### src/rtl/panel_scan_pkg.sv
// Shared constants, types and helpers for the panel scan and partial display controller
`default_nettype none
package panel_scan_pkg;
  // Panel geometry and scan timing
  localparam int unsigned PANEL_LINES = 432;
  localparam logic [8:0] PANEL_LAST_GATE = 9'h1B0;
  localparam logic [8:0] PANEL_HALF = 9'h0D8;
  localparam logic [5:0] LINE_COUNT_FULL_CODE = 6'h35;
  localparam int unsigned LINE_COUNT_STEP = 8;
  localparam int unsigned LINE_CYCLES_DEF = 16;
  localparam int unsigned PORCH_LINES_DEF = 8;
  // Gamma trim register indices
  localparam logic [15:0] GAMMA_FIRST_IDX = 16'h0300;
  localparam logic [15:0] GAMMA_NEG_IDX = 16'h0308;
  localparam logic [15:0] GAMMA_LAST_IDX = 16'h03F0;
  localparam int unsigned GAMMA_WORDS = 8;
  localparam int unsigned GAMMA_FIELDS = 16;
  localparam int unsigned TRIM_LO_BIT = 0;
  localparam int unsigned TRIM_HI_BIT = 8;
  localparam logic [5:0] TRIM_RESET = 6'h00;

  // Gate order selected by {interlace_scan_select, gate_scan_reverse}
  typedef enum logic [1:0] {
    SCAN_ASC = 2'b00,
    SCAN_DESC = 2'b01,
    SCAN_ILACE_ASC = 2'b10,
    SCAN_ILACE_DESC = 2'b11
  } scan_order_t;

  // Frame phase
  typedef enum logic [0:0] {
    PH_ACTIVE = 1'b0,
    PH_PORCH = 1'b1
  } frame_phase_t;

  typedef struct packed {
    logic interlace_scan_select;
    logic gate_scan_reverse;
    logic [5:0] active_line_count;
  } scan_cfg_t;

  typedef struct packed {
    logic [8:0] marker_line_position;
    logic [2:0] marker_repeat_interval;
  } marker_cfg_t;

  typedef struct packed {
    logic base_image_enable;
    logic window_one_enable;
    logic window_two_enable;
    logic [8:0] base_start_line;
    logic [8:0] base_end_line;
    logic [8:0] window_one_start_line;
    logic [8:0] window_one_end_line;
    logic [8:0] window_one_screen_pos;
    logic [8:0] window_two_start_line;
    logic [8:0] window_two_end_line;
    logic [8:0] window_two_screen_pos;
  } part_cfg_t;

  typedef struct packed {
    logic [8:0] gate_line;
    logic shown;
    logic [8:0] source_line;
  } line_info_t;

  // Width mask of each trim field, levels 0,1,2,61,62,63,13,50 then eight 4-bit ones
  function automatic logic [5:0] trim_mask(input logic [3:0] idx);
    case (idx)
      4'h0, 4'h5, 4'h6, 4'h7: trim_mask = 6'h1F;
      4'h1, 4'h2, 4'h3, 4'h4: trim_mask = 6'h3F;
      default: trim_mask = 6'h0F;
    endcase
  endfunction : trim_mask
endpackage : panel_scan_pkg
`default_nettype wire
### src/rtl/panel_scan_partial_display_ctrl.sv
// Gate scan sequencer, partial display mapping, frame marker and gamma trim store
`default_nettype none
module panel_scan_partial_display_ctrl #(
  parameter int unsigned LINE_CYCLES = panel_scan_pkg::LINE_CYCLES_DEF,
  parameter int unsigned PORCH_LINES = panel_scan_pkg::PORCH_LINES_DEF
) (
  input wire logic sys_clk_in,
  input wire logic rst_in,
  input wire logic ce_in,
  input wire panel_scan_pkg::scan_cfg_t scan_cfg_in,
  input wire panel_scan_pkg::marker_cfg_t marker_cfg_in,
  input wire panel_scan_pkg::part_cfg_t part_cfg_in,
  input wire logic reg_wr_in,
  input wire logic reg_rd_in,
  input wire logic [15:0] reg_index_in,
  input wire logic [15:0] reg_data_in,
  output logic [15:0] reg_rdata_out,
  output logic frame_marker_out,
  output logic line_strobe_out,
  output panel_scan_pkg::line_info_t line_info_out,
  output logic [15:0][5:0] pos_gamma_trim_out,
  output logic [15:0][5:0] neg_gamma_trim_out
);
  localparam logic [15:0] LINE_LAST = 16'(LINE_CYCLES - 1);
  localparam logic [8:0] PORCH_LAST = 9'(PORCH_LINES - 1);

  panel_scan_pkg::frame_phase_t phase;
  logic [15:0] cyc;
  logic [8:0] step;
  logic [8:0] frame_line;
  logic [2:0] frame_cnt;
  logic line_tick;
  logic [8:0] active_lines;
  logic [8:0] half_lines;
  logic [8:0] next_gate;
  logic [8:0] row;
  panel_scan_pkg::line_info_t next_info;
  logic [5:0] pos_trim [panel_scan_pkg::GAMMA_FIELDS];
  logic [5:0] neg_trim [panel_scan_pkg::GAMMA_FIELDS];

  // Active lines follow the line count field in steps of eight, capped at the panel size
  always_comb begin
    if (scan_cfg_in.active_line_count >= panel_scan_pkg::LINE_COUNT_FULL_CODE) begin
      active_lines = panel_scan_pkg::PANEL_LAST_GATE;
    end else begin
      active_lines = 9'((scan_cfg_in.active_line_count + 7'd1) *
                        panel_scan_pkg::LINE_COUNT_STEP);
    end
    half_lines = {1'b0, active_lines[8:1]};
  end

  // Line timer: one gate line every LINE_CYCLES clocks
  assign line_tick = ce_in && (cyc == LINE_LAST);
  always_ff @(posedge sys_clk_in or posedge rst_in) begin
    if (rst_in) begin
      cyc <= 16'h0000;
    end else if (ce_in) begin
      cyc <= line_tick ? 16'h0000 : 16'(cyc + 16'h0001);
    end
  end

  // Frame phase machine: active lines, then porch lines with no gate driven
  always_ff @(posedge sys_clk_in or posedge rst_in) begin
    if (rst_in) begin
      phase <= panel_scan_pkg::PH_ACTIVE;
      step <= 9'h000;
    end else if (line_tick) begin
      case (phase)
        panel_scan_pkg::PH_ACTIVE: begin
          if (step == 9'(active_lines - 9'h001)) begin
            phase <= panel_scan_pkg::PH_PORCH;
            step <= 9'h000;
          end else begin
            step <= 9'(step + 9'h001);
          end
        end
        panel_scan_pkg::PH_PORCH: begin
          if (step == PORCH_LAST) begin
            phase <= panel_scan_pkg::PH_ACTIVE;
            step <= 9'h000;
          end else begin
            step <= 9'(step + 9'h001);
          end
        end
        default: begin
          phase <= panel_scan_pkg::PH_ACTIVE;
          step <= 9'h000;
        end
      endcase
    end
  end

  // Gate number for the current step; order changes only take effect per step
  always_comb begin
    case (panel_scan_pkg::scan_order_t'({scan_cfg_in.interlace_scan_select,
                                         scan_cfg_in.gate_scan_reverse}))
      panel_scan_pkg::SCAN_ASC: next_gate = 9'(step + 9'h001);
      panel_scan_pkg::SCAN_DESC: next_gate = 9'(active_lines - step);
      panel_scan_pkg::SCAN_ILACE_ASC: begin
        if (step < half_lines) begin
          next_gate = 9'({step[7:0], 1'b0} + 9'h001);
        end else begin
          next_gate = 9'({8'(step - half_lines), 1'b0} + 9'h002);
        end
      end
      panel_scan_pkg::SCAN_ILACE_DESC: begin
        if (step < half_lines) begin
          next_gate = 9'(active_lines - {step[7:0], 1'b0});
        end else begin
          next_gate = 9'(active_lines - 9'h001 - {8'(step - half_lines), 1'b0});
        end
      end
      default: next_gate = 9'(step + 9'h001);
    endcase
    row = 9'(next_gate - 9'h001);
  end

  // Partial display mapping of one panel row; window one wins where windows overlap.
  // Source lines are checked against neither the full memory nor the active lines, so a
  // short panel may keep window images beyond its last active row.
  always_comb begin
    next_info.gate_line = next_gate;
    next_info.shown = 1'b0;
    next_info.source_line = 9'h000;
    if (part_cfg_in.base_image_enable) begin
      // Window enables are ignored here
      if (row >= part_cfg_in.base_start_line && row <= part_cfg_in.base_end_line) begin
        next_info.shown = 1'b1;
        next_info.source_line = row;
      end
    end else if (part_cfg_in.window_one_enable && row >= part_cfg_in.window_one_screen_pos &&
        9'(row - part_cfg_in.window_one_screen_pos) <=
        9'(part_cfg_in.window_one_end_line - part_cfg_in.window_one_start_line)) begin
      next_info.shown = 1'b1;
      next_info.source_line = 9'(part_cfg_in.window_one_start_line + row -
                                 part_cfg_in.window_one_screen_pos);
    end else if (part_cfg_in.window_two_enable && row >= part_cfg_in.window_two_screen_pos &&
        9'(row - part_cfg_in.window_two_screen_pos) <=
        9'(part_cfg_in.window_two_end_line - part_cfg_in.window_two_start_line)) begin
      next_info.shown = 1'b1;
      next_info.source_line = 9'(part_cfg_in.window_two_start_line + row -
                                 part_cfg_in.window_two_screen_pos);
    end
  end

  // Registered line outputs, strobe for one clock per driven gate line
  always_ff @(posedge sys_clk_in or posedge rst_in) begin
    if (rst_in) begin
      line_info_out <= '0;
      line_strobe_out <= 1'b0;
    end else if (ce_in) begin
      line_strobe_out <= line_tick && (phase == panel_scan_pkg::PH_ACTIVE);
      if (line_tick && phase == panel_scan_pkg::PH_ACTIVE) begin
        line_info_out <= next_info;
      end
    end
  end

  // Frame line position and frame interval counters for the marker
  always_ff @(posedge sys_clk_in or posedge rst_in) begin
    if (rst_in) begin
      frame_line <= 9'h000;
      frame_cnt <= 3'h0;
    end else if (line_tick) begin
      if (phase == panel_scan_pkg::PH_PORCH && step == PORCH_LAST) begin
        frame_line <= 9'h000;
        frame_cnt <= (frame_cnt >= marker_cfg_in.marker_repeat_interval) ?
                     3'h0 : 3'(frame_cnt + 3'h1);
      end else begin
        frame_line <= 9'(frame_line + 9'h001);
      end
    end
  end

  // Marker held for the whole line at the set position, only on every (interval+1)th frame
  always_ff @(posedge sys_clk_in or posedge rst_in) begin
    if (rst_in) begin
      frame_marker_out <= 1'b0;
    end else if (ce_in) begin
      frame_marker_out <= (frame_line == marker_cfg_in.marker_line_position) &&
                          (frame_cnt == 3'h0);
    end
  end

  // Gamma trim store: two fields per word, positive then negative block
  always_ff @(posedge sys_clk_in or posedge rst_in) begin
    if (rst_in) begin
      for (int i = 0; i < panel_scan_pkg::GAMMA_FIELDS; i++) begin
        pos_trim[i] <= panel_scan_pkg::TRIM_RESET;
        neg_trim[i] <= panel_scan_pkg::TRIM_RESET;
      end
    end else if (ce_in && reg_wr_in && reg_index_in >= panel_scan_pkg::GAMMA_FIRST_IDX &&
        reg_index_in <= panel_scan_pkg::GAMMA_LAST_IDX) begin
      for (int j = 0; j < panel_scan_pkg::GAMMA_WORDS; j++) begin
        if (reg_index_in == 16'(panel_scan_pkg::GAMMA_FIRST_IDX + j)) begin
          pos_trim[2*j] <= reg_data_in[panel_scan_pkg::TRIM_LO_BIT +: 6] &
                           panel_scan_pkg::trim_mask(4'(2*j));
          pos_trim[2*j+1] <= reg_data_in[panel_scan_pkg::TRIM_HI_BIT +: 6] &
                             panel_scan_pkg::trim_mask(4'(2*j+1));
        end
        if (reg_index_in == 16'(panel_scan_pkg::GAMMA_NEG_IDX + j)) begin
          neg_trim[2*j] <= reg_data_in[panel_scan_pkg::TRIM_LO_BIT +: 6] &
                           panel_scan_pkg::trim_mask(4'(2*j));
          neg_trim[2*j+1] <= reg_data_in[panel_scan_pkg::TRIM_HI_BIT +: 6] &
                             panel_scan_pkg::trim_mask(4'(2*j+1));
        end
      end
    end
  end

  // Read back a trim word one clock after the read request; other indices read zero
  always_ff @(posedge sys_clk_in or posedge rst_in) begin
    if (rst_in) begin
      reg_rdata_out <= 16'h0000;
    end else if (ce_in && reg_rd_in) begin
      reg_rdata_out <= 16'h0000;
      for (int j = 0; j < panel_scan_pkg::GAMMA_WORDS; j++) begin
        if (reg_index_in == 16'(panel_scan_pkg::GAMMA_FIRST_IDX + j)) begin
          reg_rdata_out <= {2'b00, pos_trim[2*j+1], 2'b00, pos_trim[2*j]};
        end
        if (reg_index_in == 16'(panel_scan_pkg::GAMMA_NEG_IDX + j)) begin
          reg_rdata_out <= {2'b00, neg_trim[2*j+1], 2'b00, neg_trim[2*j]};
        end
      end
    end
  end

  // Trim fields presented to the gamma generator straight from the store
  always_comb begin
    for (int i = 0; i < panel_scan_pkg::GAMMA_FIELDS; i++) begin
      pos_gamma_trim_out[i] = pos_trim[i];
      neg_gamma_trim_out[i] = neg_trim[i];
    end
  end

  // Helper: gate of the previous strobe and the order it was produced in
  logic [8:0] prev_gate;
  logic [1:0] prev_order;
  logic prev_valid;
  always_ff @(posedge sys_clk_in or posedge rst_in) begin
    if (rst_in) begin
      prev_gate <= 9'h000;
      prev_order <= 2'b00;
      prev_valid <= 1'b0;
    end else if (line_strobe_out && ce_in) begin
      prev_gate <= line_info_out.gate_line;
      prev_order <= {scan_cfg_in.interlace_scan_select, scan_cfg_in.gate_scan_reverse};
      prev_valid <= 1'b1;
    end
  end

  wire logic [1:0] cur_order = {scan_cfg_in.interlace_scan_select,
                                scan_cfg_in.gate_scan_reverse};
  wire logic same_run = prev_valid && prev_order == cur_order && line_strobe_out;
endmodule : panel_scan_partial_display_ctrl
`default_nettype wire

### config.mk
export PLATFORM = sky130hd
export DESIGN_NAME = panel_scan_partial_display_ctrl
export DESIGN_NICKNAME = d
export VERILOG_FILES = /design/src/rtl/panel_scan_pkg.sv /design/src/rtl/panel_scan_partial_display_ctrl.sv
export SDC_FILE = /design/constraint.sdc
export NUM_CORES = 1
export LEC_CHECK = 0
export ABC_AREA = 1
export ABC_CLOCK_PERIOD_IN_PS = 10700
export BUFFER_PORTS_ARGS = -buffer_cell sky130_fd_sc_hd__buf_4
export CORE_MARGIN = 3
export CORE_UTILIZATION = 33
export DETAILED_ROUTE_END_ITERATION = 10
export SYNTH_ARGS = -nofsm -noshare
export SYNTH_HDL_FRONTEND = slang
export SYNTH_SLANG_ARGS = --single-unit
### constraint.sdc
create_clock -name sys_clk_in -period 10.7 [get_ports sys_clk_in]
set_input_delay 1.07 -clock sys_clk_in [delete_from_list [all_inputs] [get_ports sys_clk_in]]
set_output_delay 1.07 -clock sys_clk_in [all_outputs]
set_load 0.02 [all_outputs]
==> key figures <==
Outcome
  • Outcome: finished clean

Clocking
  • Depth of the CTS H-tree: 1
  • Sink Count: about 220
  • Clock Latency Late Sink: around 0.55 ns
  • TritonCTS clock tree: built
  • Post-CTS Hold Buffers: 0
  • Post-CTS Setup Repair Bufs: 0
  • Max clock buf depth: 3
  • Root Driver: clkbuf_16
  • Resize count post-CTS: 0
  • Clock Pin Slew Worst Setup and Hold Paths: ~0.06 ns
  • Number of CTS-inserted buffers: 28

Logic synthesis
  • Cells after Synth: between 2000 and 2500
  • Flops & latches, synth: 223
  • Synth Cell Area: approximately 16000 sq um
  • Asr flop ratio synth: 100%
  • Sequential share of the synthesized area: around a third
  • Synth Warn #: 0
  • Yosys cell types: roughly 60
  • Top_reg_cell synth: dfrtp_1
  • Synth Area per Inst: ~7.5 sq um
  • EDFF count, synth: 0

Placed design
  • Final GP Congestion: 0.904
  • Post-DP Area: between 15000 and 20000 sq um
  • Number of buffers added on ports: approximately 310
  • Dpl ws: 2.75 ns
  • Hpwl dp: 44700 um

Finish
  • Final Util: between 40% and 50%
  • Layout cells sized above 1: roughly 17%
  • Final instance area: about 20000 sq um
  • Antenna Cells: 0
  • Final nets: roughly 2700
  • Area grow syn2layout: 23.7%

Pwr
  • Leakage: roughly 10 nW
  • P per Cell Area: 134 nW/um^2
  • Worst VDD drop: 0.000111 V

STA
  • Least-Margin Pin Slew: about 1.2 ns
  • RSZ-0062 raised after global routing: no
  • Hold Violations, Final: 0
  • Fin Setup TNS: 0 ns
  • Fmax: 0.134 GHz
  • Slew margin rel.: about 22%
  • Max Slew Vio Count: 0
  • Minimum clock period: roughly 7.5 ns
  • Final worst slack: between 3 and 4 ns
  • Period utilization: between 60% and 70%
  • Final setup vio count: 0
  • Final Skew: 0.00937 ns

Setup path
  • Critical path capture point type: register
  • Arr. time, crit path: between 7 and 8 ns
  • CP peak stage delay: 0.46 ns
  • CP bufs+invs: 6
  • Crit Path Class: input pin to register
  • Worst EP required: roughly 11 ns
  • CP most frequent cell: nand2_1
  • Worst Path Max Fanout: 18
  • Worst Setup Start Kind: input pin
  • Largest delay contributor family on the critical path: simple AND/OR/NAND/NOR gates
  • Crit-path slowest cell: xor2_2

Route
  • Routed WL: 56700 um
  • Routed Antenna Nets: 0
  • Drt initial violations: around 1100
  • DR DRC count: 0
  • Routed len/inst: between 15 and 20 um
  • Initial DRT Pass Iterations: 5
  • DR vias/cell: around 5.0
  • Via count: around 16000

Hold path
  • HP Class: register to register

Floorplanning
  • Chip height: approximately 230 um
  • Die area: between 50000 and 60000 sq um
  • Die W: about 230 um
  • Initial Util: about a third
  • Top-Level Pins: between 300 and 400
  • Row count: 80
  • Core area: between 40000 and 50000 sq um

GRT
  • Initial antenna violation count: 1
  • Global-route wire length before repair: between 80000 and 90000 um
  • Vias in the first global route: between 15000 and 20000
  • GRT Total Usage: between 20% and 30%
  • Largest net degree at the start of global routing: 95
  • Gr ovfl total: 0

Flow run
  • Maxcap violations: 0
[state kept, by name, summed over array words and instances, names as in the netlist]
register	count
line_strobe_out	1
pos_gamma_trim_out	76
reg_rdata_out	12
phase	1
step	9
line_info_out	19
neg_gamma_trim_out	76
frame_line	9
cyc	16
frame_cnt	3
frame_marker_out	1
[worst reg2reg max path: cells and delay by family (launching register included)]
| family | cells | cell delay (ns) |
|---|---|---|
| buffers and inverters | 3 | 0.68 |
| AOI/OAI and AO/OA | 8 | 1.08 |
| DFF | 1 | 0.39 |
| adders and majority gates | 4 | 1.42 |
| xor gates and xnor gates | 2 | 0.61 |
| and+or+nand+nor | 14 | 2.42 |
[cells in the mapped netlist (all sizes together) (2+ instances only)]
master,number,area [sq um]
nand2,586,2240
fa,22,440
o21ai,212,1070
o21a,2,15.0
o22ai,7,43.8
o31ai,4,30.0
o21bai,5,37.5
o211ai,2,15.0
a221oi,6,52.6
and2,2,12.5
buf,55,403
nand3,124,651
o32ai,4,35.0
xor2,54,480
ha,120,1500
nand3b,11,82.6
nand4,61,418
a21o,5,37.5
o41ai,3,26.3
a21boi,3,33.8
and3,3,18.8
nor3,23,131
a31oi,12,75.1
inv,276,1040
dfrtp,223,5580
xnor2,31,272
a21oi,94,493
nor2,137,552
nor4,18,185
clkbuf,45,169
a211oi,3,22.5
clkinv,7,26.3
[where the power goes]
part	switching [mW]	total (mW)	internal (mW)
Combinational	0.497	0.810	0.313
Clock	0.381	0.992	0.610
Sequential	0.0196	0.881	0.862
[per-stage QoR]
stage	std cells	hold WS, ns	power, mW
floorplan	2210	0.467	1.49
CTS	3141	0.484	2.70
finish	3141	0.478	2.68
global placement	3091	0.467	1.68
global route	3141	0.508	2.86
detailed placement	3091	0.467	1.70
[path summary, 6_finish.rpt]
check | startpoint | depth (start not counted) | slack [ns] | end
min in group asynchronous | rst_in | 2 | 0.59 | pos_gamma_trim_out[21]
worst min-delay path | reg_rdata_out[9] | 2 | 0.48 | reg_rdata_out[9]
worst max register to register | step[5] | 31 | 3.98 | line_info_out[1]
worst min register to register | reg_rdata_out[9] | 2 | 0.48 | reg_rdata_out[9]
max in group asynchronous | rst_in | 3 | 8.71 | line_info_out[11]
worst max-delay path | scan_cfg_in[0] | 40 | 3.23 | line_info_out[1]
[cells by family after synthesis]
| group | count (synthesis) | share of synthesized area (%) |
|---|---|---|
| compound gates | 365 | 12.4 |
| xor+xnor | 85 | 4.63 |
| fa+ha+maj | 142 | 12.0 |
| buf+inv | 383 | 10.1 |
| flops | 223 | 34.3 |
| other cells | 1 | 0.0231 |
| simple gates | 968 | 26.6 |
[layer usage]
metal | track usage, % | vias up | wire length, um
met5 | 0 | - | 13
met4 | 3.87 | 2 | 928
met3 | 5.00 | 62 | 4540
met2 | 36.4 | 508 | 27000
met1 | 27.2 | 7405 | 24200
li1 | - | 7612 | -
[layout by cell type, fill, tap and decap left out, types with 58 or more instances in the layout]
cell and n:
a21oi_1 90, buf_4 325, dfrtp_1 223, ha_1 120, inv_1 272, nand2_1 572
nand3_1 118, nand4_1 58, nor2_1 128, o21ai_0 179
[layout make-up]
type | instances | area [sq um]
Fill cell | 4954 | 28100
Multi-Input combinational cell | 1604 | 9220
Sequential cell | 223 | 5580
Timing Repair Buffer | 325 | 2440
Inverter | 283 | 1070
Tap cell | 656 | 821
Clock buffer | 37 | 786
Clock inverter | 13 | 179
(Power assumes the default switching activity.)
